--- config.mk ---
export PLATFORM = sky130hd
export DESIGN_NAME = usb_otg_ctrl_regs
export DESIGN_NICKNAME = d
export VERILOG_FILES = /design/src/usb_otg_ctrl_pkg.sv /design/src/usb_otg_ctrl_regs.sv
export SDC_FILE = /design/constraint.sdc
export NUM_CORES = 1
export LEC_CHECK = 0
export ABC_AREA = 0
export BUFFER_PORTS_ARGS = -buffer_cell sky130_fd_sc_hd__buf_2
export CAP_MARGIN = 0
export CORE_MARGIN = 2
export CORE_UTILIZATION = 25
export CTS_CLUSTER_SIZE = 24
export DETAILED_ROUTE_END_ITERATION = 8
export GPL_TIMING_DRIVEN = 0
export MAX_ROUTING_LAYER = met4
export SYNTH_ARGS = -nofsm -noshare
export SYNTH_HDL_FRONTEND = slang
export SYNTH_SLANG_ARGS = --single-unit
--- constraint.sdc ---
create_clock -name CLK_SYS -period 2.9 [get_ports CLK_SYS]
set_input_delay 0.435 -clock CLK_SYS [delete_from_list [all_inputs] [get_ports CLK_SYS]]
set_output_delay 0.435 -clock CLK_SYS [all_outputs]
set_load 0.02 [all_outputs]
--- src/usb_otg_ctrl_pkg.sv ---
`default_nettype none
package usb_otg_ctrl_pkg;
	// ==========================================
	// bus geometry
	localparam int ADDR_W = 8;
	localparam int DATA_W = 32;
	localparam int REG_W = 8;
	localparam logic [7:0] IMPL_BYTE_MASK = 8'hFF;
	// ==========================================
	// register byte addresses
	localparam logic [7:0] OFS_CONTROL = 8'h00;
	localparam logic [7:0] OFS_CONFIG_ONE = 8'h04;
	localparam logic [7:0] OFS_CONFIG_TWO = 8'h08;
	localparam logic [7:0] OFS_ERR_ENABLE = 8'h0C;
	localparam logic [7:0] OFS_ERR_STATUS = 8'h10;
	localparam logic [7:0] OFS_DESC_PAGE = 8'h14;
	localparam logic [7:0] OFS_FRAME_LOW = 8'h18;
	localparam logic [7:0] OFS_FRAME_HIGH = 8'h1C;
	// ==========================================
	// control register fields
	localparam int CTL_MODULE_ENABLE = 0;
	localparam int CTL_PTR_RESET = 1;
	localparam int CTL_RESUME = 2;
	localparam int CTL_HOST_ENABLE = 3;
	localparam int CTL_PKT_DISABLE = 5;
	localparam int CTL_SE0 = 6;
	localparam logic [7:0] CTL_WRITE_MASK = 8'h2F;
	// ==========================================
	// configuration fields
	localparam int CFG1_PPB_LSB = 0;
	localparam int CFG1_STOP_IDLE = 4;
	localparam int CFG1_OE_MONITOR = 6;
	localparam int CFG1_EYE_TEST = 7;
	localparam logic [7:0] CFG1_WRITE_MASK = 8'hD3;
	localparam int CFG2_XCVR_DISABLE = 0;
	localparam logic [7:0] CFG2_WRITE_MASK = 8'h01;
	// ==========================================
	// error bits: bitstuff 7, dma 5, turnaround 4, size 3,
	// crc16 2, crc5 or eof 1, pid 0
	localparam int ERR_CRC5_EOF = 1;
	localparam logic [7:0] ERR_IMPL_MASK = 8'hBF;
	localparam logic [7:0] PAGE_WRITE_MASK = 8'hFE;
	// ==========================================
	// reset values
	localparam logic [7:0] RST_BYTE = 8'h00;
	localparam logic [10:0] RST_FRAME = 11'h000;
	typedef enum logic [1:0] {
		BUS_IDLE = 2'b01,
		BUS_ACK = 2'b10
	} bus_state_t;
endpackage
`default_nettype wire

--- src/usb_otg_ctrl_regs.sv ---
// Operation
// registers use low byte; upper byte zero
// 8-bit descriptor page, bit 0 zero
// 11-bit frame count, low/high readable
// bit 6 shows live single-ended zero
// packet disable halts; setup token sets it
// host enable adds pull-downs on D+/D-
// resume bit drives resume signalling; code drives it only while module enable is also set
// pointer reset returns buffers to even
// module enable powers engine, D+ pull-up; code drops the D+ pull-up while host enable is set
// config bit 7 selects eye-pattern test
// output-enable monitor needs transceiver disabled
// ping-pong field 00 off, 01 OUT0
// one enable per error type, bit 6 zero
// enable bit 1 crc5 device, eof host
// some bits change meaning in host mode
// enabled error flags ORed into interrupt
`timescale 1ns/100ps
`default_nettype none
module usb_otg_ctrl_regs
	import usb_otg_ctrl_pkg::*;
#(
	parameter int FRAME_BITS = 11
) (
	input wire logic CLK_SYS,
	input wire logic RESET_N,
	input wire logic CLK_EN,
	input wire logic CYC_I,
	input wire logic STB_I,
	input wire logic WE_I,
	input wire logic [usb_otg_ctrl_pkg::ADDR_W-1:0] ADR_I,
	input wire logic [usb_otg_ctrl_pkg::DATA_W-1:0] DAT_I,
	input wire logic [3:0] SEL_I,
	output logic [usb_otg_ctrl_pkg::DATA_W-1:0] DAT_O,
	output logic ACK_O,
	input wire logic SE0_LIVE,
	input wire logic SETUP_TOKEN,
	input wire logic FRAME_LOAD,
	input wire logic [FRAME_BITS-1:0] FRAME_NUMBER,
	input wire logic [7:0] ERROR_EVENT,
	input wire logic EOF_ERROR,
	input wire logic LINE_DRIVE,
	output logic MODULE_ENABLE,
	output logic DP_PULLUP,
	output logic DP_PULLDOWN,
	output logic DM_PULLDOWN,
	output logic HOST_MODE,
	output logic RESUME_DRIVE,
	output logic PINGPONG_RESET,
	output logic [1:0] PINGPONG_MODE,
	output logic PACKET_HALT,
	output logic EYE_TEST,
	output logic TRANSCEIVER_OFF,
	output logic OE_MONITOR,
	output logic [7:0] DESC_PAGE,
	output logic ERROR_IRQ
);
	import usb_otg_ctrl_pkg::*;

	// high register only carries bits 10:8, so other widths cannot fit
	if (FRAME_BITS != 11) begin : g_bad_frame_bits
		$error("frame counter width must be 11");
	end

	// ==========================================
	// state
	bus_state_t bus_ff;
	logic [DATA_W-1:0] rdata_ff;
	logic [7:0] ctl_ff;
	logic [7:0] cfg1_ff;
	logic [7:0] cfg2_ff;
	logic [7:0] eie_ff;
	logic [7:0] err_ff;
	logic [7:0] page_ff;
	logic [FRAME_BITS-1:0] frame_ff;
	logic [7:0] wbyte;
	logic wr_lane;
	logic wr_ctl;
	logic wr_cfg1;
	logic wr_cfg2;
	logic wr_eie;
	logic wr_err;
	logic wr_page;
	logic [7:0] err_event;
	logic [7:0] nxt_rbyte;
	logic [7:0] ctl_view;

	// ==========================================
	// wishbone slave: one wait state, then ack
	// write commits on the ack edge, when the master samples it
	assign wbyte = DAT_I[7:0];
	assign wr_lane = CYC_I && STB_I && WE_I && SEL_I[0] &&
		(bus_ff == BUS_ACK);
	assign wr_ctl = wr_lane && (ADR_I == OFS_CONTROL);
	assign wr_cfg1 = wr_lane && (ADR_I == OFS_CONFIG_ONE);
	assign wr_cfg2 = wr_lane && (ADR_I == OFS_CONFIG_TWO);
	assign wr_eie = wr_lane && (ADR_I == OFS_ERR_ENABLE);
	assign wr_err = wr_lane && (ADR_I == OFS_ERR_STATUS);
	assign wr_page = wr_lane && (ADR_I == OFS_DESC_PAGE);
	assign ACK_O = (bus_ff == BUS_ACK);
	assign DAT_O = rdata_ff;

	always_ff @(posedge CLK_SYS or negedge RESET_N) begin
		if (!RESET_N) begin
			bus_ff <= BUS_IDLE;
		end else if (CLK_EN) begin
			case (bus_ff)
				BUS_IDLE: begin
					if (CYC_I && STB_I)
						bus_ff <= BUS_ACK;
				end
				BUS_ACK: begin
					bus_ff <= BUS_IDLE;
				end
				default: begin
					bus_ff <= BUS_IDLE;
				end
			endcase
		end
	end

	// live flag is not stored, so a read sees the line as sampled in the request cycle, one cycle before ack
	always_comb begin
		ctl_view = ctl_ff & CTL_WRITE_MASK;
		ctl_view[CTL_SE0] = SE0_LIVE;
	end

	always_comb begin
		case (ADR_I)
			OFS_CONTROL: nxt_rbyte = ctl_view;
			OFS_CONFIG_ONE: nxt_rbyte = cfg1_ff;
			OFS_CONFIG_TWO: nxt_rbyte = cfg2_ff;
			OFS_ERR_ENABLE: nxt_rbyte = eie_ff & ERR_IMPL_MASK;
			OFS_ERR_STATUS: nxt_rbyte = err_ff;
			OFS_DESC_PAGE: nxt_rbyte = page_ff;
			OFS_FRAME_LOW: nxt_rbyte = frame_ff[7:0];
			OFS_FRAME_HIGH: nxt_rbyte = {5'h00, frame_ff[10:8]};
			default: nxt_rbyte = RST_BYTE;
		endcase
	end

	// upper bytes carry nothing and read as zero
	always_ff @(posedge CLK_SYS or negedge RESET_N) begin
		if (!RESET_N) begin
			rdata_ff <= '0;
		end else if (CLK_EN) begin
			if (CYC_I && STB_I && !WE_I && bus_ff == BUS_IDLE)
				rdata_ff <= {24'h000000, nxt_rbyte};
			else if (bus_ff == BUS_ACK)
				rdata_ff <= '0;
		end
	end

	// ==========================================
	// control register
	// a setup token in the same cycle as a clearing write wins
	always_ff @(posedge CLK_SYS or negedge RESET_N) begin
		if (!RESET_N) begin
			ctl_ff <= RST_BYTE;
		end else if (CLK_EN) begin
			if (wr_ctl)
				ctl_ff <= wbyte & CTL_WRITE_MASK;
			if (SETUP_TOKEN)
				ctl_ff[CTL_PKT_DISABLE] <= 1'b1;
		end
	end

	// ==========================================
	// configuration registers
	always_ff @(posedge CLK_SYS or negedge RESET_N) begin
		if (!RESET_N) begin
			cfg1_ff <= RST_BYTE;
		end else if (CLK_EN && wr_cfg1) begin
			cfg1_ff <= wbyte & CFG1_WRITE_MASK;
		end
	end

	always_ff @(posedge CLK_SYS or negedge RESET_N) begin
		if (!RESET_N) begin
			cfg2_ff <= RST_BYTE;
		end else if (CLK_EN && wr_cfg2) begin
			cfg2_ff <= wbyte & CFG2_WRITE_MASK;
		end
	end

	always_ff @(posedge CLK_SYS or negedge RESET_N) begin
		if (!RESET_N) begin
			page_ff <= RST_BYTE;
		end else if (CLK_EN && wr_page) begin
			page_ff <= wbyte & PAGE_WRITE_MASK;
		end
	end

	// ==========================================
	// frame counter, loaded by the engine at each frame start
	always_ff @(posedge CLK_SYS or negedge RESET_N) begin
		if (!RESET_N) begin
			frame_ff <= RST_FRAME;
		end else if (CLK_EN && FRAME_LOAD) begin
			frame_ff <= FRAME_NUMBER;
		end
	end

	// ==========================================
	// error enables, sticky status and interrupt
	always_ff @(posedge CLK_SYS or negedge RESET_N) begin
		if (!RESET_N) begin
			eie_ff <= RST_BYTE;
		end else if (CLK_EN && wr_eie) begin
			eie_ff <= wbyte & ERR_IMPL_MASK;
		end
	end

	// bit 1 source follows the mode so one enable serves both roles
	always_comb begin
		err_event = ERROR_EVENT & ERR_IMPL_MASK;
		err_event[ERR_CRC5_EOF] = ctl_ff[CTL_HOST_ENABLE] ?
			EOF_ERROR : ERROR_EVENT[ERR_CRC5_EOF];
	end

	// write one to clear; a new event in that cycle stays set
	always_ff @(posedge CLK_SYS or negedge RESET_N) begin
		if (!RESET_N) begin
			err_ff <= RST_BYTE;
		end else if (CLK_EN) begin
			if (wr_err)
				err_ff <= (err_ff & ~wbyte) | err_event;
			else
				err_ff <= err_ff | err_event;
		end
	end

	assign ERROR_IRQ = |(err_ff & eie_ff & ERR_IMPL_MASK);

	// ==========================================
	// line and engine controls
	assign MODULE_ENABLE = ctl_ff[CTL_MODULE_ENABLE];
	assign DP_PULLUP = ctl_ff[CTL_MODULE_ENABLE] &&
		!ctl_ff[CTL_HOST_ENABLE];
	assign HOST_MODE = ctl_ff[CTL_HOST_ENABLE];
	assign DP_PULLDOWN = ctl_ff[CTL_HOST_ENABLE];
	assign DM_PULLDOWN = ctl_ff[CTL_HOST_ENABLE];
	// resume stops as soon as software clears the bit
	assign RESUME_DRIVE = ctl_ff[CTL_RESUME] &&
		ctl_ff[CTL_MODULE_ENABLE];
	assign PINGPONG_RESET = ctl_ff[CTL_PTR_RESET];
	assign PACKET_HALT = ctl_ff[CTL_PKT_DISABLE];
	assign PINGPONG_MODE = cfg1_ff[CFG1_PPB_LSB+1:CFG1_PPB_LSB];
	assign EYE_TEST = cfg1_ff[CFG1_EYE_TEST];
	assign TRANSCEIVER_OFF = cfg2_ff[CFG2_XCVR_DISABLE];
	// monitor is meaningless with the on-chip transceiver in use
	assign OE_MONITOR = cfg1_ff[CFG1_OE_MONITOR] &&
		cfg2_ff[CFG2_XCVR_DISABLE] && LINE_DRIVE;
	assign DESC_PAGE = page_ff;
endmodule
`default_nettype wire
Word level (Yosys, flattened, before mapping). Cells that the tools add are included.

Flip-flop bits (word level): 78. Input bits: 74. Output and inout bits: 55. Word-level logic and storage cells: 65.

Equality and inequality tests: 10. Muxes and demuxes: 9. Bitwise gates (word level): 5. Reductions and logical operators: 31.

Operators with widths (count): $mux W32 (2); $pmux W8 S8 (1); $eq A8 B5 Y1 const B (4); $logic_and A1 B1 Y1 (21); $and A8 B8 Y8 (2); $eq A8 B4 Y1 const B (2); $or A8 B8 Y8 (2); $eq A8 B3 Y1 const B (1); $logic_not A8 Y1 (1); $mux W8 (1); $not A8 Y8 (1); $reduce_and A2 Y1 (4); $reduce_or A7 Y1 (1); $mux W6 (1); $mux W2 (2); $reduce_bool A2 Y1 (2); $eq A2 B1 Y1 const B (1); $eq A2 B2 Y1 const B (1); $logic_not A1 Y1 (2); $mux W1 (2); $ne A2 B2 Y1 const B (1).

Depth between registers and ports, before layout.
Word-level depth: 7. Mapped depth: 6.

Worst setup path before layout. OpenSTA, ideal clock, no wires.

Path type: in2reg. Start point: in ADR_I[0] (netlist name). End point: reg eie_ff[0]. Arrival: 1941 ps. Required time: 2775 ps. Slack: 835 ps. Cell stages on the path: 5. Path buffers: 1. Cell sequence: or4_4 > nor4_4 > and3_1 > buf_4 > mux2_2.

Cells in the longest elaborated chain, start to end: 3.

RTL lines: start: declaration (line usb_otg_ctrl_regs.sv:31) `input wire logic [usb_otg_ctrl_pkg::ADDR_W-1:0] ADR_I,`; $eq A8 B4 Y1 (line usb_otg_ctrl_regs.sv:97) `assign wr_eie = wr_lane && (ADR_I == OFS_ERR_ENABLE);`; $logic_and A1 B1 Y1 (line usb_otg_ctrl_regs.sv:97); $logic_and A1 B1 Y1 (line usb_otg_ctrl_regs.sv:209) `end else if (CLK_EN && wr_eie) begin`; end signal: assignment (line usb_otg_ctrl_regs.sv:210) `eie_ff <= wbyte & ERR_IMPL_MASK;`; end: declaration (line usb_otg_ctrl_regs.sv:72) `logic [7:0] eie_ff;`.

No other way between the ends. A chain may end at the register's enable or synchronous reset.

Worst setup path in the final report.
Start point: in ADR_I[0] (netlist name). End point: reg page_ff[4], in the netlist DESC_PAGE[4].

Cells in the longest elaborated chain, start to end: 3.

RTL lines: $eq A8 B5 Y1 (line usb_otg_ctrl_regs.sv:99) `assign wr_page = wr_lane && (ADR_I == OFS_DESC_PAGE);`; $logic_and A1 B1 Y1 (line usb_otg_ctrl_regs.sv:99); $logic_and A1 B1 Y1 (line usb_otg_ctrl_regs.sv:189) `end else if (CLK_EN && wr_page) begin`; end signal: assignment (line usb_otg_ctrl_regs.sv:190) `page_ff <= wbyte & PAGE_WRITE_MASK;`; end: declaration (line usb_otg_ctrl_regs.sv:74) `logic [7:0] page_ff;`.

No other way between the ends.

==> flow_summary.yaml <==
outcome:
  outcome: "completed"
critical_path:
  crit_path_max_incr_delay_ps: 560
  worst-endpoint-required_ps: 3100
  worst_r2r_setup_slack_ps: 980
  end_kind: "register"
  path_cells: "buf_2 -> or4_4 -> nor4_4 -> nand4_2 -> mux2_2"
  cp.buffers_inverters: 1
  path_max_fanout: 7
  cp-startpoint: "ADR_I[0]"
  cp_top_family: "simple AND/OR/NAND/NOR gates"
  slowest_stage: "or4_4"
  worst_setup_path_start_kind: "primary input"
  worstReg2RegStart: "bus_ff[0]"
  path_class: "in -> reg"
  cp.arrival_ps: 2230
synth:
  yosysWarningCount: 0
  post-synth-top-area-cell: "dfrtp_1"
  largest_family_of_logic_cells_by_synthesized_area: "multiplexers"
  post_synth_instance_area_um2: 2786
  synth_top_cell_area_share_pct: 47.60
  synth.lib_cells_used.distinct: 36
  synth_cells: 235
  synth_compound_area_share_pct: 10.96
  synth_area_leaders: "dfrtp_1 48%, mux2_2 16%, buf_4 8.1%"
  yosys_register_bits: 54
  post_synthesis_share_of_cell_area_spent_on_full_adders_half_adders_and_majority_gates_pct: 0
  synthXorXnorAreaFrac_pct: 0
  yosys.area_share.simple_pct: 9.789
  post_synth.cell_area_avg_um2: 11.86
  yosysSeqAreaShare_pct: 48.54
  muxShareOfSynthArea_pct: 20.30
die:
  die_outline_area_um2: 12010
  die_width_um: 109.6
  die_y_um: 109.6
  num_rows: 38
  core-area_um2: 10840
  floorplan.initialDensity_pct: 25.70
  ios: 129
sta:
  slew_headroom_pct: 53.05
  fin_setup_tns_ps: 0
  final.setup.worst_slack_ps: 865.8
  max_slew.worst_pin.slew_ps: 704.2
  hold-worst-slack_ps: 151.7
  final_max_slew_viol_count: 0
  finalHoldViolations: 0
  setup_viol_count_final: 0
  clock_skews_ps: 7.251
  rsz0062_at_grt: "no"
  fmaxAchievable_mhz: 491.6
  period_share_pct: 70.14
  post-route-min-period_ps: 2034
detailed_routing:
  routedWlPerCell_um: 15.31
  detail_route.iter0.violations: 138
  postRouteWirelength_um: 7351
  ant_nets: 0
  route.detailed.drc: 0
  via_per_inst: 4.452
  drt_first_pass_iters: 4
  vias: 2137
global_routing:
  groute.usage.overall_pct: 12.78
  maximum_number_of_pins_on_one_net_before_global_route_repair: 55
  first_global_vias: 2026
  number_of_antenna_violations_at_the_first_check_in_global_routing: 0
  wire_length_of_the_first_global_routing_pass_um: 11110
  globalRoute.totalOverflow: 0
cells_and_area:
  layout-area-overhead-vs-synth_pct: 25.95
  multiInputGateArea_um2: 1237
  final.fill_count: 1140
  final_nets: 413
  antennaDiodeCount: 0
  final-instance-count-excl-fill: 480
  finish.utilization_pct: 32.38
  share_of_final_layout_standard_cells_stronger_than_drive_strength_1_pct: 46.47
  seqCellArea_um2: 1353
hold_path:
  hold_class: "in -> async"
cts:
  clkLatencyLatePin_ps: 310
  cts_hold_buffers_added: 0
  cts_made_buffers: 5
  cts.sinks: 54
  ctsResizeCount: 0
  path_clk_slew_ps: 100
  cts.root.buffer_cell: "clkbuf_8"
  clock_path_buffers: 2
  cts.repair_timing.setup_buffer_count: 0
  cts_tree: "built"
  h_tree_depth: 2
power_and_ir_drop:
  clockPowerShare_pct: 30.3
  cell_internal_pwr_uw: 1067
  comb_power_share_pct: 14.4
  net_switching_component_of_the_power_uw: 374.6
  leakage_uw: 0.001814
  worst_ir_drop_vdd_mv: 0.1578
  power_switching_share_pct: 25.99
  powerDensity_nw_per_um2: 410.7
  sequentialPowerShare_pct: 55.3
placement:
  place_inst: 472
  preCtsSetupSlack_ps: 507.5
  buffer_ports.inserted: 73
  gp_congestion: 0.8265
  placed_wire_length_estimate_um: 5763
flow_run:
  max_cap_violations: 0
[synth_stat cells]
library cell / n
dfrtp_1: 53
mux2_2: 40
buf_4: 30
nand3_1: 12
a22o_1: 10
nand2_1: 10
clkbuf_1: 8
mux2i_1: 7
nor2b_1: 6
o21ai_0: 6
nor2_1: 5
a21oi_1: 4
a221oi_1: 4
inv_1: 4
o31ai_1: 4
a222oi_1: 3
and3_1: 3
nor3_1: 3
a22oi_1: 2
a311oi_1: 2
a32oi_1: 2
and2_1: 2
mux4_2: 2
a31oi_1: 1
buf_2: 1
buf_6: 1
conb_1: 1
dfstp_2: 1
nand2_4: 1
nand3b_1: 1
nand4_2: 1
nand4b_1: 1
nor4_4: 1
o21a_1: 1
o32ai_1: 1
or4_4: 1
[final timing paths]
check                                to  cells after the start
max in group asynchronous   frame_ff[4]                      1
max reg2reg                DESC_PAGE[4]                      4
min reg2reg                    DAT_O[3]                      2
max                        DESC_PAGE[4]                      5
min                           ctl_ff[5]                      1
min in group CLK_SYS          err_ff[6]                      2
[layout make-up]
cell class | count | share of cell area, %
flip-flops and latches | 54 | 38.54
multi-input cells | 161 | 35.26
repair buffers | 73 | 10.48
plain buffers | 40 | 7.736
well taps | 140 | 4.991
clock buffers | 8 | 2.567
inverters | 4 | 0.4278
[power groups by stage]
stage / logic, uW / clock network [uW] / registers, uW
after global placement: 205 / 0 / 811
after global routing: 229 / 481 / 800
after floorplan: 132 / 0 / 807
after CTS: 210 / 446 / 797
after detailed placement: 209 / 0 / 811
final: 208 / 437 / 797
[routing by layer]
metal | routed length (um) | vias to the layer above | GRT usage [%]
met5 | 0 | - | -
met3 | 540 | 7 | 2.490
met1 | 3338 | 1021 | 17.07
li1 | - | 1019 | -
met4 | 91 | 0 | 3.797
met2 | 3380 | 90 | 19.71
[registers in the layout, indices dropped and copies added, names as in the netlist, 2 cells and up]
signal,cells
frame_ff,11
DESC_PAGE,7
cfg1_ff,5
bus_ff,2
err_ff,8
DAT_O,8
eie_ff,7
ctl_ff,5
[cell usage in the layout, fill, tap and decap left out, types with 5 or more instances in the layout]
cell type,synthesis,routed
clkbuf_8,0,6
clkbuf_1,8,10
nand3_1,12,12
nor2_1,5,5
o21ai_0,6,6
buf_4,30,31
mux2i_1,7,7
conb_1,1,25
nand2_1,10,10
nor2b_1,6,6
mux2_2,40,40
dfrtp_1,53,53
a22o_1,10,10
buf_2,1,73
[worst register-to-register path, delay by kind of cell (launching register included)]
kind          cells  cell delay [ps]
flops             1              400
mux               1              390
simple gates      3             1030
[through the flow]
step / total power (uW) / instance area, um2
global route: 1509 / 3510
global placement: 1017 / 3417
CTS: 1453 / 3507
floorplan: 939.2 / 2877
finish: 1441 / 3510
detailed placement: 1020 / 3417
[cell families (layout without fill, tap and decap cells)]
group,after synthesis,in the layout
buffers and inverters,44,125
other,1,25
muxes,49,49
DFF,54,54
and+or+nand+nor,47,47
AOI/OAI and AO/OA,40,40
Note: power is estimated with default switching activity, not from simulation.
